[src/rtl/fan_limit_pkg.sv]
// Constants, register map and carrier types for the fan thermal limit bank.
// Assumes one 20 MHz clock and a classic Wishbone master in front of the bank.
// Notes on behaviour
// - Above start temperature fan ramps up from minimum
// - Lock freezes start, limit, test, offset registers
// - Any critical channel forces all PWM full
// - Critical limit code 0x80 disables fail-safe
// - Full duty held until below limit minus hysteresis
// - Pin output asserts low a quarter above limit
// - Four-bit hysteresis per channel, up to fifteen
// - Below start, minimum duty until start minus hysteresis
// - Same hysteresis releases the critical condition
// - Test bit zero enters and leaves tree mode
// - Remote 1 offset added, quarter degree steps
// - Local offset added, quarter degree steps
package fan_limit_pkg;

  localparam int NUM_CH     = 3;           // Remote 1, local, remote 2
  localparam int MEAS_W     = 10;          // Signed reading, quarter degree per count
  localparam int CORR_W     = 11;          // Corrected reading, one guard bit
  localparam int ADR_W      = 10;          // Byte address width on the bus

  // Register indices; byte address is four times the index
  localparam logic [7:0] IDX_START_R1  = 8'h67;
  localparam logic [7:0] IDX_START_LOC = 8'h68;
  localparam logic [7:0] IDX_START_R2  = 8'h69;
  localparam logic [7:0] IDX_CRIT_R1   = 8'h6a;
  localparam logic [7:0] IDX_CRIT_LOC  = 8'h6b;
  localparam logic [7:0] IDX_CRIT_R2   = 8'h6c;
  localparam logic [7:0] IDX_HYST_R1L  = 8'h6d;
  localparam logic [7:0] IDX_HYST_R2   = 8'h6e;
  localparam logic [7:0] IDX_XOR_TEST  = 8'h6f;
  localparam logic [7:0] IDX_OFS_R1    = 8'h70;
  localparam logic [7:0] IDX_OFS_LOC   = 8'h71;
  localparam logic [7:0] IDX_CONTROL   = 8'h74;
  localparam logic [7:0] IDX_IRQ_STAT  = 8'h75;
  localparam logic [7:0] IDX_IRQ_MASK  = 8'h76;
  localparam logic [7:0] IDX_CH_STATE  = 8'h77;

  // Values after reset
  localparam logic [7:0] RST_START     = 8'h5a;
  localparam logic [7:0] RST_CRIT      = 8'h64;
  localparam logic [7:0] RST_HYST_R1L  = 8'h44;
  localparam logic [7:0] RST_HYST_R2   = 8'h40;
  localparam logic [7:0] RST_ZERO      = 8'h00;

  // Field positions
  localparam int CTRL_LOCK_BIT    = 0;     // Sticky configuration lock
  localparam int CTRL_PIN_OUT_BIT = 1;     // Overtemp pin used as output
  localparam int XOR_EN_BIT       = 0;     // xor_test_enable_bit
  localparam int HYST_HI_LSB      = 4;     // Upper nibble of a hysteresis byte
  localparam int IRQ_START_LSB    = 0;     // Fan start events, one per channel
  localparam int IRQ_CRIT_LSB     = 3;     // Critical entry events
  localparam int IRQ_W            = 6;

  localparam logic [7:0] CRIT_DISABLE = 8'h80;  // Limit code that turns fail-safe off
  localparam logic [7:0] FULL_DUTY    = 8'hff;  // 100% duty

  // Per-channel thresholds handed to a channel
  typedef struct packed {
    logic [7:0] start;                     // fan_start_temperature
    logic [7:0] crit;                      // Critical limit
    logic [3:0] hyst;                      // Hysteresis, whole degrees
  } chan_cfg_t;

  // Per-channel results
  typedef struct packed {
    logic       fan_on;                    // Fan running
    logic       crit;                      // Critical condition held
    logic       over_pin;                  // Overtemp pin request
    logic       start_evt;                 // Pulse on fan start
    logic       crit_evt;                  // Pulse on critical entry
    logic [7:0] duty;                      // Requested duty
  } chan_out_t;

endpackage : fan_limit_pkg

[src/rtl/fan_channel.sv]
// One temperature channel: start/critical thresholds with hysteresis and duty.
// Assumes an offset-corrected reading in quarter degrees, synchronous inputs.
`timescale 1ns/1ps
module fan_channel
  import fan_limit_pkg::*;
(
  input  wire logic                     i_ref_clk,   // 20 MHz clock
  input  wire logic                     i_nrst,      // Async reset, active low
  input  wire chan_cfg_t                i_cfg,       // Thresholds
  input  wire logic signed [CORR_W-1:0] i_temp_q,    // Corrected reading
  input  wire logic [7:0]               i_min_duty,  // minimum_duty
  input  wire logic [2:0]               i_span_code, // temperature_span, 2^code degrees
  output chan_out_t                     o_stat       // Registered results
);

  typedef struct packed {
    chan_out_t st;                         // All outputs live here
  } ch_state_t;

  ch_state_t                state_reg;     // Registered state
  ch_state_t                state_next;    // Next state
  logic signed [CORR_W-1:0] t_deg;         // Whole degrees
  logic signed [CORR_W-1:0] start_s;       // Start, sign extended
  logic signed [CORR_W-1:0] crit_s;        // Limit, sign extended
  logic signed [CORR_W-1:0] hyst_s;        // Hysteresis, zero extended
  logic signed [CORR_W-1:0] dt;            // Degrees above start
  logic [8:0]               dt_c;          // Clamped to the span
  logic [16:0]              prod;          // Duty increment before scaling
  logic [8:0]               sum;           // Duty with carry
  logic                     crit_en;       // Fail-safe enabled

  // Threshold logic and duty computation
  always_comb begin
    state_next = state_reg;
    t_deg   = i_temp_q >>> 2;
    start_s = {{(CORR_W-8){i_cfg.start[7]}}, i_cfg.start};
    crit_s  = {{(CORR_W-8){i_cfg.crit[7]}}, i_cfg.crit};
    hyst_s  = {{(CORR_W-4){1'b0}}, i_cfg.hyst};
    crit_en = (i_cfg.crit != CRIT_DISABLE);
    // Fan on above start, off only once down to start minus hysteresis
    if (t_deg > start_s) begin
      state_next.st.fan_on = 1'b1;
    end else if (t_deg <= start_s - hyst_s) begin
      state_next.st.fan_on = 1'b0;
    end
    // Critical held until below limit minus the same hysteresis
    if (!crit_en) begin
      state_next.st.crit = 1'b0;
    end else if (t_deg > crit_s) begin
      state_next.st.crit = 1'b1;
    end else if (t_deg < crit_s - hyst_s) begin
      state_next.st.crit = 1'b0;
    end
    // Pin condition compares in quarter degrees: limit plus one count
    state_next.st.over_pin = crit_en && (i_temp_q >= ((crit_s <<< 2) + 11'sd1));
    state_next.st.start_evt = state_next.st.fan_on & ~state_reg.st.fan_on;
    state_next.st.crit_evt  = state_next.st.crit & ~state_reg.st.crit;
    // Linear ramp across the span; product avoids a divider
    dt = t_deg - start_s;
    if (dt <= 0) begin
      dt_c = 9'h000;
    end else if (dt > (11'sd1 <<< i_span_code)) begin
      dt_c = 9'(1 << i_span_code);
    end else begin
      dt_c = dt[8:0];
    end
    // Operands widened first so the product keeps all of its bits
    prod = 17'(FULL_DUTY - i_min_duty) * 17'(dt_c);
    sum  = 9'({1'b0, i_min_duty} + 9'(prod >> i_span_code));
    if (!state_next.st.fan_on) begin
      state_next.st.duty = 8'h00;
    end else if (sum[8]) begin
      state_next.st.duty = FULL_DUTY;
    end else begin
      state_next.st.duty = sum[7:0];
    end
  end

  // State register
  always_ff @(posedge i_ref_clk or negedge i_nrst) begin
    if (!i_nrst) begin
      state_reg <= '0;
    end else begin
      state_reg <= state_next;
    end
  end

  assign o_stat = state_reg.st;

endmodule : fan_channel

[src/rtl/fan_thermal_limit_registers.sv]
// Fan thermal limit register bank with Wishbone slave, channels and interrupt.
// Assumes synchronous readings from the measurement engine and a classic
// Wishbone master that holds each request until it sees ack.
//
// Register access over Wishbone was left to the implementer.
`timescale 1ns/1ps
module fan_thermal_limit_registers
  import fan_limit_pkg::*;
(
  input  wire logic                          i_ref_clk,    // 20 MHz clock
  input  wire logic                          i_nrst,       // Async reset, active low
  input  wire logic                          i_wb_cyc,     // Bus cycle
  input  wire logic                          i_wb_stb,     // Strobe
  input  wire logic                          i_wb_we,      // Write enable
  input  wire logic [ADR_W-1:0]              i_wb_adr,     // Byte address
  input  wire logic [31:0]                   i_wb_dat,     // Write data
  input  wire logic [3:0]                    i_wb_sel,     // Byte selects
  output logic [31:0]                        o_wb_dat,     // Read data
  output logic                               o_wb_ack,     // Acknowledge
  input  wire logic [NUM_CH-1:0][MEAS_W-1:0] i_temp_meas,  // Raw readings, quarter degrees
  input  wire logic [NUM_CH-1:0][7:0]        i_min_duty,   // minimum_duty per PWM
  input  wire logic [NUM_CH-1:0][2:0]        i_span_code,  // temperature_span per channel
  output logic [NUM_CH-1:0][7:0]             o_pwm_duty,   // Duty request per PWM
  output logic                               o_overtemp_o, // Overtemp pin level
  output logic                               o_overtemp_oe,// Overtemp pin drive enable
  output logic                               o_xor_test,   // Tree test mode
  output logic                               o_irq         // Level interrupt
);

  // Whole state of the bank
  typedef struct packed {
    logic [NUM_CH-1:0][7:0] start;         // Start temperatures
    logic [NUM_CH-1:0][7:0] crit;          // Critical limits
    logic [7:0]             hyst_r1l;      // Remote 1 high nibble, local low
    logic [7:0]             hyst_r2;       // Remote 2 high nibble
    logic [7:0]             xor_test;      // Test enable register
    logic [7:0]             ofs_r1;        // Remote 1 offset
    logic [7:0]             ofs_loc;       // Local offset
    logic [7:0]             control;       // Lock and pin mode
    logic [IRQ_W-1:0]       irq_stat;      // Sticky events
    logic [IRQ_W-1:0]       irq_mask;      // Event enables
    logic                   ack;           // Bus acknowledge
    logic [7:0]             rdata;         // Latched read byte
  } bank_state_t;

  bank_state_t                           state_reg;   // Registered state
  bank_state_t                           state_next;  // Next state
  chan_cfg_t [NUM_CH-1:0]                ch_cfg;      // Thresholds per channel
  chan_out_t [NUM_CH-1:0]                ch_out;      // Channel results
  logic signed [NUM_CH-1:0][CORR_W-1:0]  temp_corr;   // Corrected readings
  logic [7:0]                            idx;         // Register index
  logic                                  idx_ok;      // Address is word aligned
  logic                                  bus_req;     // Request present
  logic                                  wr_now;      // Write takes effect
  logic                                  locked;      // Lock bit
  logic [IRQ_W-1:0]                      evt;         // Event pulses
  logic                                  any_crit;    // Some channel critical
  logic                                  any_pin;     // Some pin request
  logic [7:0]                            wbyte;       // Low write byte
  logic [7:0]                            rd_mux;      // Read selection

  // Offsets are sign extended quarter degrees; remote 2 has none here
  always_comb begin
    temp_corr[0] = $signed({i_temp_meas[0][MEAS_W-1], i_temp_meas[0]})
                 + $signed({{(CORR_W-8){state_reg.ofs_r1[7]}}, state_reg.ofs_r1});
    temp_corr[1] = $signed({i_temp_meas[1][MEAS_W-1], i_temp_meas[1]})
                 + $signed({{(CORR_W-8){state_reg.ofs_loc[7]}}, state_reg.ofs_loc});
    temp_corr[2] = $signed({i_temp_meas[2][MEAS_W-1], i_temp_meas[2]});
  end

  // Thresholds handed to the channels
  always_comb begin
    ch_cfg[0].hyst = state_reg.hyst_r1l[HYST_HI_LSB +: 4];
    ch_cfg[1].hyst = state_reg.hyst_r1l[3:0];
    ch_cfg[2].hyst = state_reg.hyst_r2[HYST_HI_LSB +: 4];
    for (int c = 0; c < NUM_CH; c++) begin
      ch_cfg[c].start = state_reg.start[c];
      ch_cfg[c].crit  = state_reg.crit[c];
    end
  end

  // One channel per reading
  genvar g;
  generate
    for (g = 0; g < NUM_CH; g++) begin : g_ch
      fan_channel u_ch (
        .i_ref_clk   (i_ref_clk),
        .i_nrst      (i_nrst),
        .i_cfg       (ch_cfg[g]),
        .i_temp_q    (temp_corr[g]),
        .i_min_duty  (i_min_duty[g]),
        .i_span_code (i_span_code[g]),
        .o_stat      (ch_out[g])
      );
      assign evt[IRQ_START_LSB + g] = ch_out[g].start_evt;
      assign evt[IRQ_CRIT_LSB + g]  = ch_out[g].crit_evt;
    end
  endgenerate

  // Fail-safe: any critical channel overrides every PWM
  always_comb begin
    any_crit = 1'b0;
    any_pin  = 1'b0;
    for (int c = 0; c < NUM_CH; c++) begin
      any_crit = any_crit | ch_out[c].crit;
      any_pin  = any_pin | ch_out[c].over_pin;
    end
    for (int c = 0; c < NUM_CH; c++) begin
      o_pwm_duty[c] = any_crit ? FULL_DUTY : ch_out[c].duty;
    end
  end

  // Bus decode; unmapped indices answer with zero and ignore writes
  always_comb begin
    idx     = 8'(i_wb_adr >> 2);
    idx_ok  = (i_wb_adr[1:0] == 2'b00);
    bus_req = i_wb_cyc & i_wb_stb;
    wr_now  = bus_req & i_wb_we & state_reg.ack & i_wb_sel[0] & idx_ok;
    locked  = state_reg.control[CTRL_LOCK_BIT];
    wbyte   = i_wb_dat[7:0];
  end

  // Read multiplexer
  always_comb begin
    rd_mux = 8'h00;
    if (idx_ok) begin
      case (idx)
        IDX_START_R1:  rd_mux = state_reg.start[0];
        IDX_START_LOC: rd_mux = state_reg.start[1];
        IDX_START_R2:  rd_mux = state_reg.start[2];
        IDX_CRIT_R1:   rd_mux = state_reg.crit[0];
        IDX_CRIT_LOC:  rd_mux = state_reg.crit[1];
        IDX_CRIT_R2:   rd_mux = state_reg.crit[2];
        IDX_HYST_R1L:  rd_mux = state_reg.hyst_r1l;
        IDX_HYST_R2:   rd_mux = state_reg.hyst_r2;
        IDX_XOR_TEST:  rd_mux = state_reg.xor_test;
        IDX_OFS_R1:    rd_mux = state_reg.ofs_r1;
        IDX_OFS_LOC:   rd_mux = state_reg.ofs_loc;
        IDX_CONTROL:   rd_mux = state_reg.control;
        IDX_IRQ_STAT:  rd_mux = 8'(state_reg.irq_stat);
        IDX_IRQ_MASK:  rd_mux = 8'(state_reg.irq_mask);
        // Live channel state: fan running low bits, critical above
        IDX_CH_STATE:  rd_mux = {1'b0, any_pin, ch_out[2].crit, ch_out[1].crit, ch_out[0].crit,
                                 ch_out[2].fan_on, ch_out[1].fan_on, ch_out[0].fan_on};
        default:       rd_mux = 8'h00;
      endcase
    end
  end

  // Next state: writes, ack and interrupt status
  always_comb begin
    state_next = state_reg;
    // Ack one cycle after the request; dropped the cycle after it was given
    state_next.ack = bus_req & ~state_reg.ack;
    if (bus_req & ~state_reg.ack) begin
      state_next.rdata = rd_mux;
    end
    if (wr_now) begin
      case (idx)
        IDX_START_R1: begin
          if (!locked) state_next.start[0] = wbyte;
        end
        IDX_START_LOC: begin
          if (!locked) state_next.start[1] = wbyte;
        end
        IDX_START_R2: begin
          if (!locked) state_next.start[2] = wbyte;
        end
        IDX_CRIT_R1: begin
          if (!locked) state_next.crit[0] = wbyte;
        end
        IDX_CRIT_LOC: begin
          if (!locked) state_next.crit[1] = wbyte;
        end
        IDX_CRIT_R2: begin
          if (!locked) state_next.crit[2] = wbyte;
        end
        // Hysteresis is not frozen by the lock
        IDX_HYST_R1L: begin
          state_next.hyst_r1l = wbyte;
        end
        IDX_HYST_R2: begin
          state_next.hyst_r2 = wbyte;
        end
        // Upper bits are stored as written; software should leave them zero
        IDX_XOR_TEST: begin
          if (!locked) state_next.xor_test = wbyte;
        end
        IDX_OFS_R1: begin
          if (!locked) state_next.ofs_r1 = wbyte;
        end
        IDX_OFS_LOC: begin
          if (!locked) state_next.ofs_loc = wbyte;
        end
        // Lock only clears on reset, so a stray write cannot unfreeze
        IDX_CONTROL: begin
          state_next.control[7:2] = 6'h00;
          state_next.control[CTRL_PIN_OUT_BIT] = wbyte[CTRL_PIN_OUT_BIT];
          state_next.control[CTRL_LOCK_BIT] = locked | wbyte[CTRL_LOCK_BIT];
        end
        IDX_IRQ_MASK: begin
          state_next.irq_mask = wbyte[IRQ_W-1:0];
        end
        IDX_IRQ_STAT: begin
          state_next.irq_stat = state_reg.irq_stat & ~wbyte[IRQ_W-1:0];
        end
        default: begin
          state_next.ack = state_next.ack;                            // Ignored write
        end
      endcase
    end
    // New events win over a clear in the same cycle
    state_next.irq_stat = state_next.irq_stat | evt;
  end

  // State register
  always_ff @(posedge i_ref_clk or negedge i_nrst) begin
    if (!i_nrst) begin
      state_reg.start    <= {NUM_CH{RST_START}};
      state_reg.crit     <= {NUM_CH{RST_CRIT}};
      state_reg.hyst_r1l <= RST_HYST_R1L;
      state_reg.hyst_r2  <= RST_HYST_R2;
      state_reg.xor_test <= RST_ZERO;
      state_reg.ofs_r1   <= RST_ZERO;
      state_reg.ofs_loc  <= RST_ZERO;
      state_reg.control  <= RST_ZERO;
      state_reg.irq_stat <= '0;
      state_reg.irq_mask <= '0;
      state_reg.ack      <= 1'b0;
      state_reg.rdata    <= RST_ZERO;
    end else begin
      state_reg <= state_next;
    end
  end

  // Outputs
  assign o_wb_ack      = state_reg.ack;
  assign o_wb_dat      = {24'h000000, state_reg.rdata};
  assign o_xor_test    = state_reg.xor_test[XOR_EN_BIT];
  // Open drain: level always low, drive enabled in pin output mode while a channel is a quarter over
  assign o_overtemp_o  = 1'b0;
  assign o_overtemp_oe = state_reg.control[CTRL_PIN_OUT_BIT] & any_pin;
  assign o_irq         = |(state_reg.irq_stat & state_reg.irq_mask);

endmodule : fan_thermal_limit_registers

[config.mk]
export PLATFORM = sky130hd
export DESIGN_NAME = fan_thermal_limit_registers
export DESIGN_NICKNAME = d
export VERILOG_FILES = /design/src/rtl/fan_limit_pkg.sv /design/src/rtl/fan_channel.sv /design/src/rtl/fan_thermal_limit_registers.sv
export SDC_FILE = /design/constraint.sdc
export NUM_CORES = 1
export LEC_CHECK = 0
export ABC_AREA = 1
export BUFFER_PORTS_ARGS = -buffer_cell sky130_fd_sc_hd__buf_2
export CELL_PAD_IN_SITES_DETAIL_PLACEMENT = 1
export CELL_PAD_IN_SITES_GLOBAL_PLACEMENT = 1
export CORE_MARGIN = 4
export CORE_UTILIZATION = 50
export CTS_CLUSTER_DIAMETER = 100
export DETAILED_ROUTE_END_ITERATION = 10
export PLACE_DENSITY_LB_ADDON = 0.1
export SLEW_MARGIN = 20
export SYNTH_ARGS = -nofsm -noshare
export SYNTH_HDL_FRONTEND = slang
export SYNTH_HIERARCHICAL = 1
export SYNTH_SLANG_ARGS = --single-unit
[constraint.sdc]
create_clock -name i_ref_clk -period 28.4 [get_ports i_ref_clk]
set_clock_uncertainty 0.1 [all_clocks]
set_input_delay 5.68 -clock i_ref_clk [delete_from_list [all_inputs] [get_ports i_ref_clk]]
set_output_delay 5.68 -clock i_ref_clk [all_outputs]
set_load 0.02 [all_outputs]
==> results.toml <==
[final_layout]
nets = 3956
regArea_sq_mm = 0.00378
syn_to_final_growth_pct = 6.60
fill_cells = 6153
n_antenna_cell = 0
largest_register_ffs = 60
multiInputGateArea_sq_mm = 0.0171
drive_gt1_share_pct = 10.7

[synth]
synth_area_per_cell_sq_um = 7.12
netlist.area_leader.share_pct = 16.4
synth_most_common_cell = "nand2_1"
synth-async-reset-ratio_pct = 100
synth_area_sq_mm = 0.0236
syn_inst = 3308
synth_area_leaders = "ha_1 16%, dfrtp_1 13%, nand2_1 12%, fa_1 12%, inv_1 8.6%"
synth-edff-count = 0
synth-seq-area-share_pct = 16.1
ys_warn_count = 6
ys_types = 66
synth-main-ff-cell = "dfrtp_1"
synth_top_area_cell = "ha_1"
synth_common_cells = "765 x nand2_1, 541 x inv_1, 308 x ha_1, 279 x nand3_1, 248 x nor2_1"
ys_ff_latch = 150

[global_route]
grt_max_degree = 80
grt-ovfl-total = 0
antenna_found_initial = 0
grt_pass1_wl_mm = 123
grtUsageTotal_pct = 29.9
grt_pass1_vias = 23600

[detailed_routing]
m1WireLength_mm = 33.2
routed_wl_mm = 75.5
ant_nets = 0
met3RoutedLength_mm = 2.64
vias = 22200
top_layer_used = "met4"
wl_met2_mm = 37.7
drt_iter0_markers = 1203
wl_per_cell_um = 18.8
drc = 0
dr.pass1.iters = 5
via_per_inst = 5.53

[floorplanning]
num_rows = 79
dieArea_sq_mm = 0.0506
die_w_um = 225
core_area_sq_mm = 0.0466
initial_core_util_pct = 50.6
ioPinCount = 175
die_h_um = 225

[setup_path]
r2r-start = "state_reg[37]$_DFFE_PN0P_"
critPathLaunchType = "input port"
worstSetupPathType = "in -> reg"
max_stage_delay_ps = 540
slowest_stage = "fa_1"
r2r_cells = 53
crit_top_cell = "nand2_1"
arrival_ps = 15960
r2r_slack_ps = 17580
end_kind = "register"
r2r-end = "g_ch[0].u_ch/o_stat[4]$_DFF_PN0_"
worstPathMaxFanout = 8
worstPathRequired_ps = 28630

[clocking]
post_cts_buffers = 0
numCtsBuffers = 17
ctsHtreeMaxLevel = 4
clk_path_buf_depth = 2
clockRootBuffer = "clkbuf_16"
clk_latency_ps = 440
cts_hold_buf = 0
clk_pin_slew_ps = 70
cts_tree = "built"
cts.sinks = 150
cts_resized = 0

[sta]
worstMarginPinSlew_ps = 998
finalWorstSetupSlack_ps = 12670
timing.final.crit_share_pct = 55.4
max-slew-margin-rel_pct = 33.3
hold_violations = 0
setup_viol = 0
finalSetupTns_ps = 0
maxSlewViolCount = 0
rsz0062_at_grt = "false"
fmax_mhz = 63.6
final.min_clock_period_ps = 15730

[placed_design]
io_buffers = 122
dp_slack_ps = 12520
dp_hpwl_mm = 62.9
gp_congestion = 0.921

[hold_path]
worstHoldPathCells = 2
hold_end = "state_reg[16]$_DFF_PN0_"
min_path_type = "reg -> reg"
min_from = "g_ch[1].u_ch/o_stat[9]$_DFF_PN0_"

[power]
irDropWorstVdd_v = 0.0000500
power_density_mw_per_mm2 = 54.8
leakagePower_uw = 0.0130

[run_status]
status = "completed"

[flow_run]
max-cap-violations = 0
-- layout make-up --
type | instances | share of cell area [%]
Multi-Input combinational cell | 2518 | 68.1
Sequential cell | 150 | 15.1
Inverter | 581 | 8.73
Tap cell | 607 | 3.03
Timing Repair Buffer | 126 | 2.66
Clock buffer | 19 | 1.76
Clock inverter | 13 | 0.668
-- stage by stage --
| step | cells | utilization [%] | instance area [sq um] | hold WS [ps] | total power [uW] |
|---|---|---|---|---|---|
| 6_report | 4014 | 53.9 | 25100 | 362 | 1370 |
| 5_1_grt | 4014 | 53.9 | 25100 | 380 | 1520 |
| 4_1_cts | 4013 | 53.9 | 25100 | 360 | 1380 |
| 3_5_place_dp | 3981 | 52.6 | 24500 | 344 | 1130 |
| 3_3_place_gp | 3981 | 52.6 | 24500 | 325 | 1100 |
| 2_1_floorplan | 3347 | - | 23700 | 309 | 911 |
-- worst max-delay path: cells and delay by family --
kind | cells | cell delay (ps)
compound gates | 12 | 2180
xor+xnor | 3 | 900
fa+ha+maj | 10 | 4110
buf+inv | 9 | 720
simple gates | 20 | 2310
-- where the power goes --
| part | switching [uW] | leakage [uW] | internal, uW |
|---|---|---|---|
| registers | 7.76 | 0.00187 | 235 |
| clock network | 103 | 0.000289 | 135 |
| logic | 575 | 0.0109 | 319 |
-- layer usage --
metal	vias to the layer above	GRT usage, %
met2	420	53.6
met3	121	2.51
met1	11000	38.9
li1	10700	-
met4	0	8.22
met5	-	0
-- how the worst max path moves through the flow --
stage                                from                          endpoint  cells past startpoint
after floorplan            i_temp_meas[0]  g_ch[0].u_ch/o_stat[0]$_DFF_PN0_                     52
final                      i_temp_meas[0]  g_ch[0].u_ch/o_stat[4]$_DFF_PN0_                     54
after detailed placement   i_temp_meas[0]  g_ch[0].u_ch/o_stat[4]$_DFF_PN0_                     54
after global routing       i_temp_meas[0]  g_ch[0].u_ch/o_stat[1]$_DFF_PN0_                     54
after CTS                  i_temp_meas[0]  g_ch[0].u_ch/o_stat[5]$_DFF_PN0_                     54
after global placement    i_temp_meas[10]  g_ch[1].u_ch/o_stat[1]$_DFF_PN0_                     60
-- placed cells by master (no fill, tap or decap), types with 27 or more instances in the layout --
cell and count:
fa_1 140, xnor2_1 28, ha_1 308, o21ai_0 110
o21ai_2 30, inv_1 541, conb_1 46, o21ai_1 61
nand4_1 32, nand3_1 279, nand3_2 27, a21oi_1 132
nand2_1 765, nor2_1 248, xor2_1 72, nand2_2 31
dfrtp_1 126, buf_2 121, inv_2 33
-- cell families after synthesis --
kind of cell | count (synthesis) | share of synthesized area [%]
AOI/OAI and AO/OA | 440 | 11.1
xor gates and xnor gates | 102 | 3.86
adders and majority gates | 448 | 28.3
buffers and inverters | 679 | 12.0
DFF | 150 | 16.1
muxes | 3 | 0.128
other | 7 | 0.112
and+or+nand+nor | 1479 | 28.5
(Power assumes the default switching activity.)
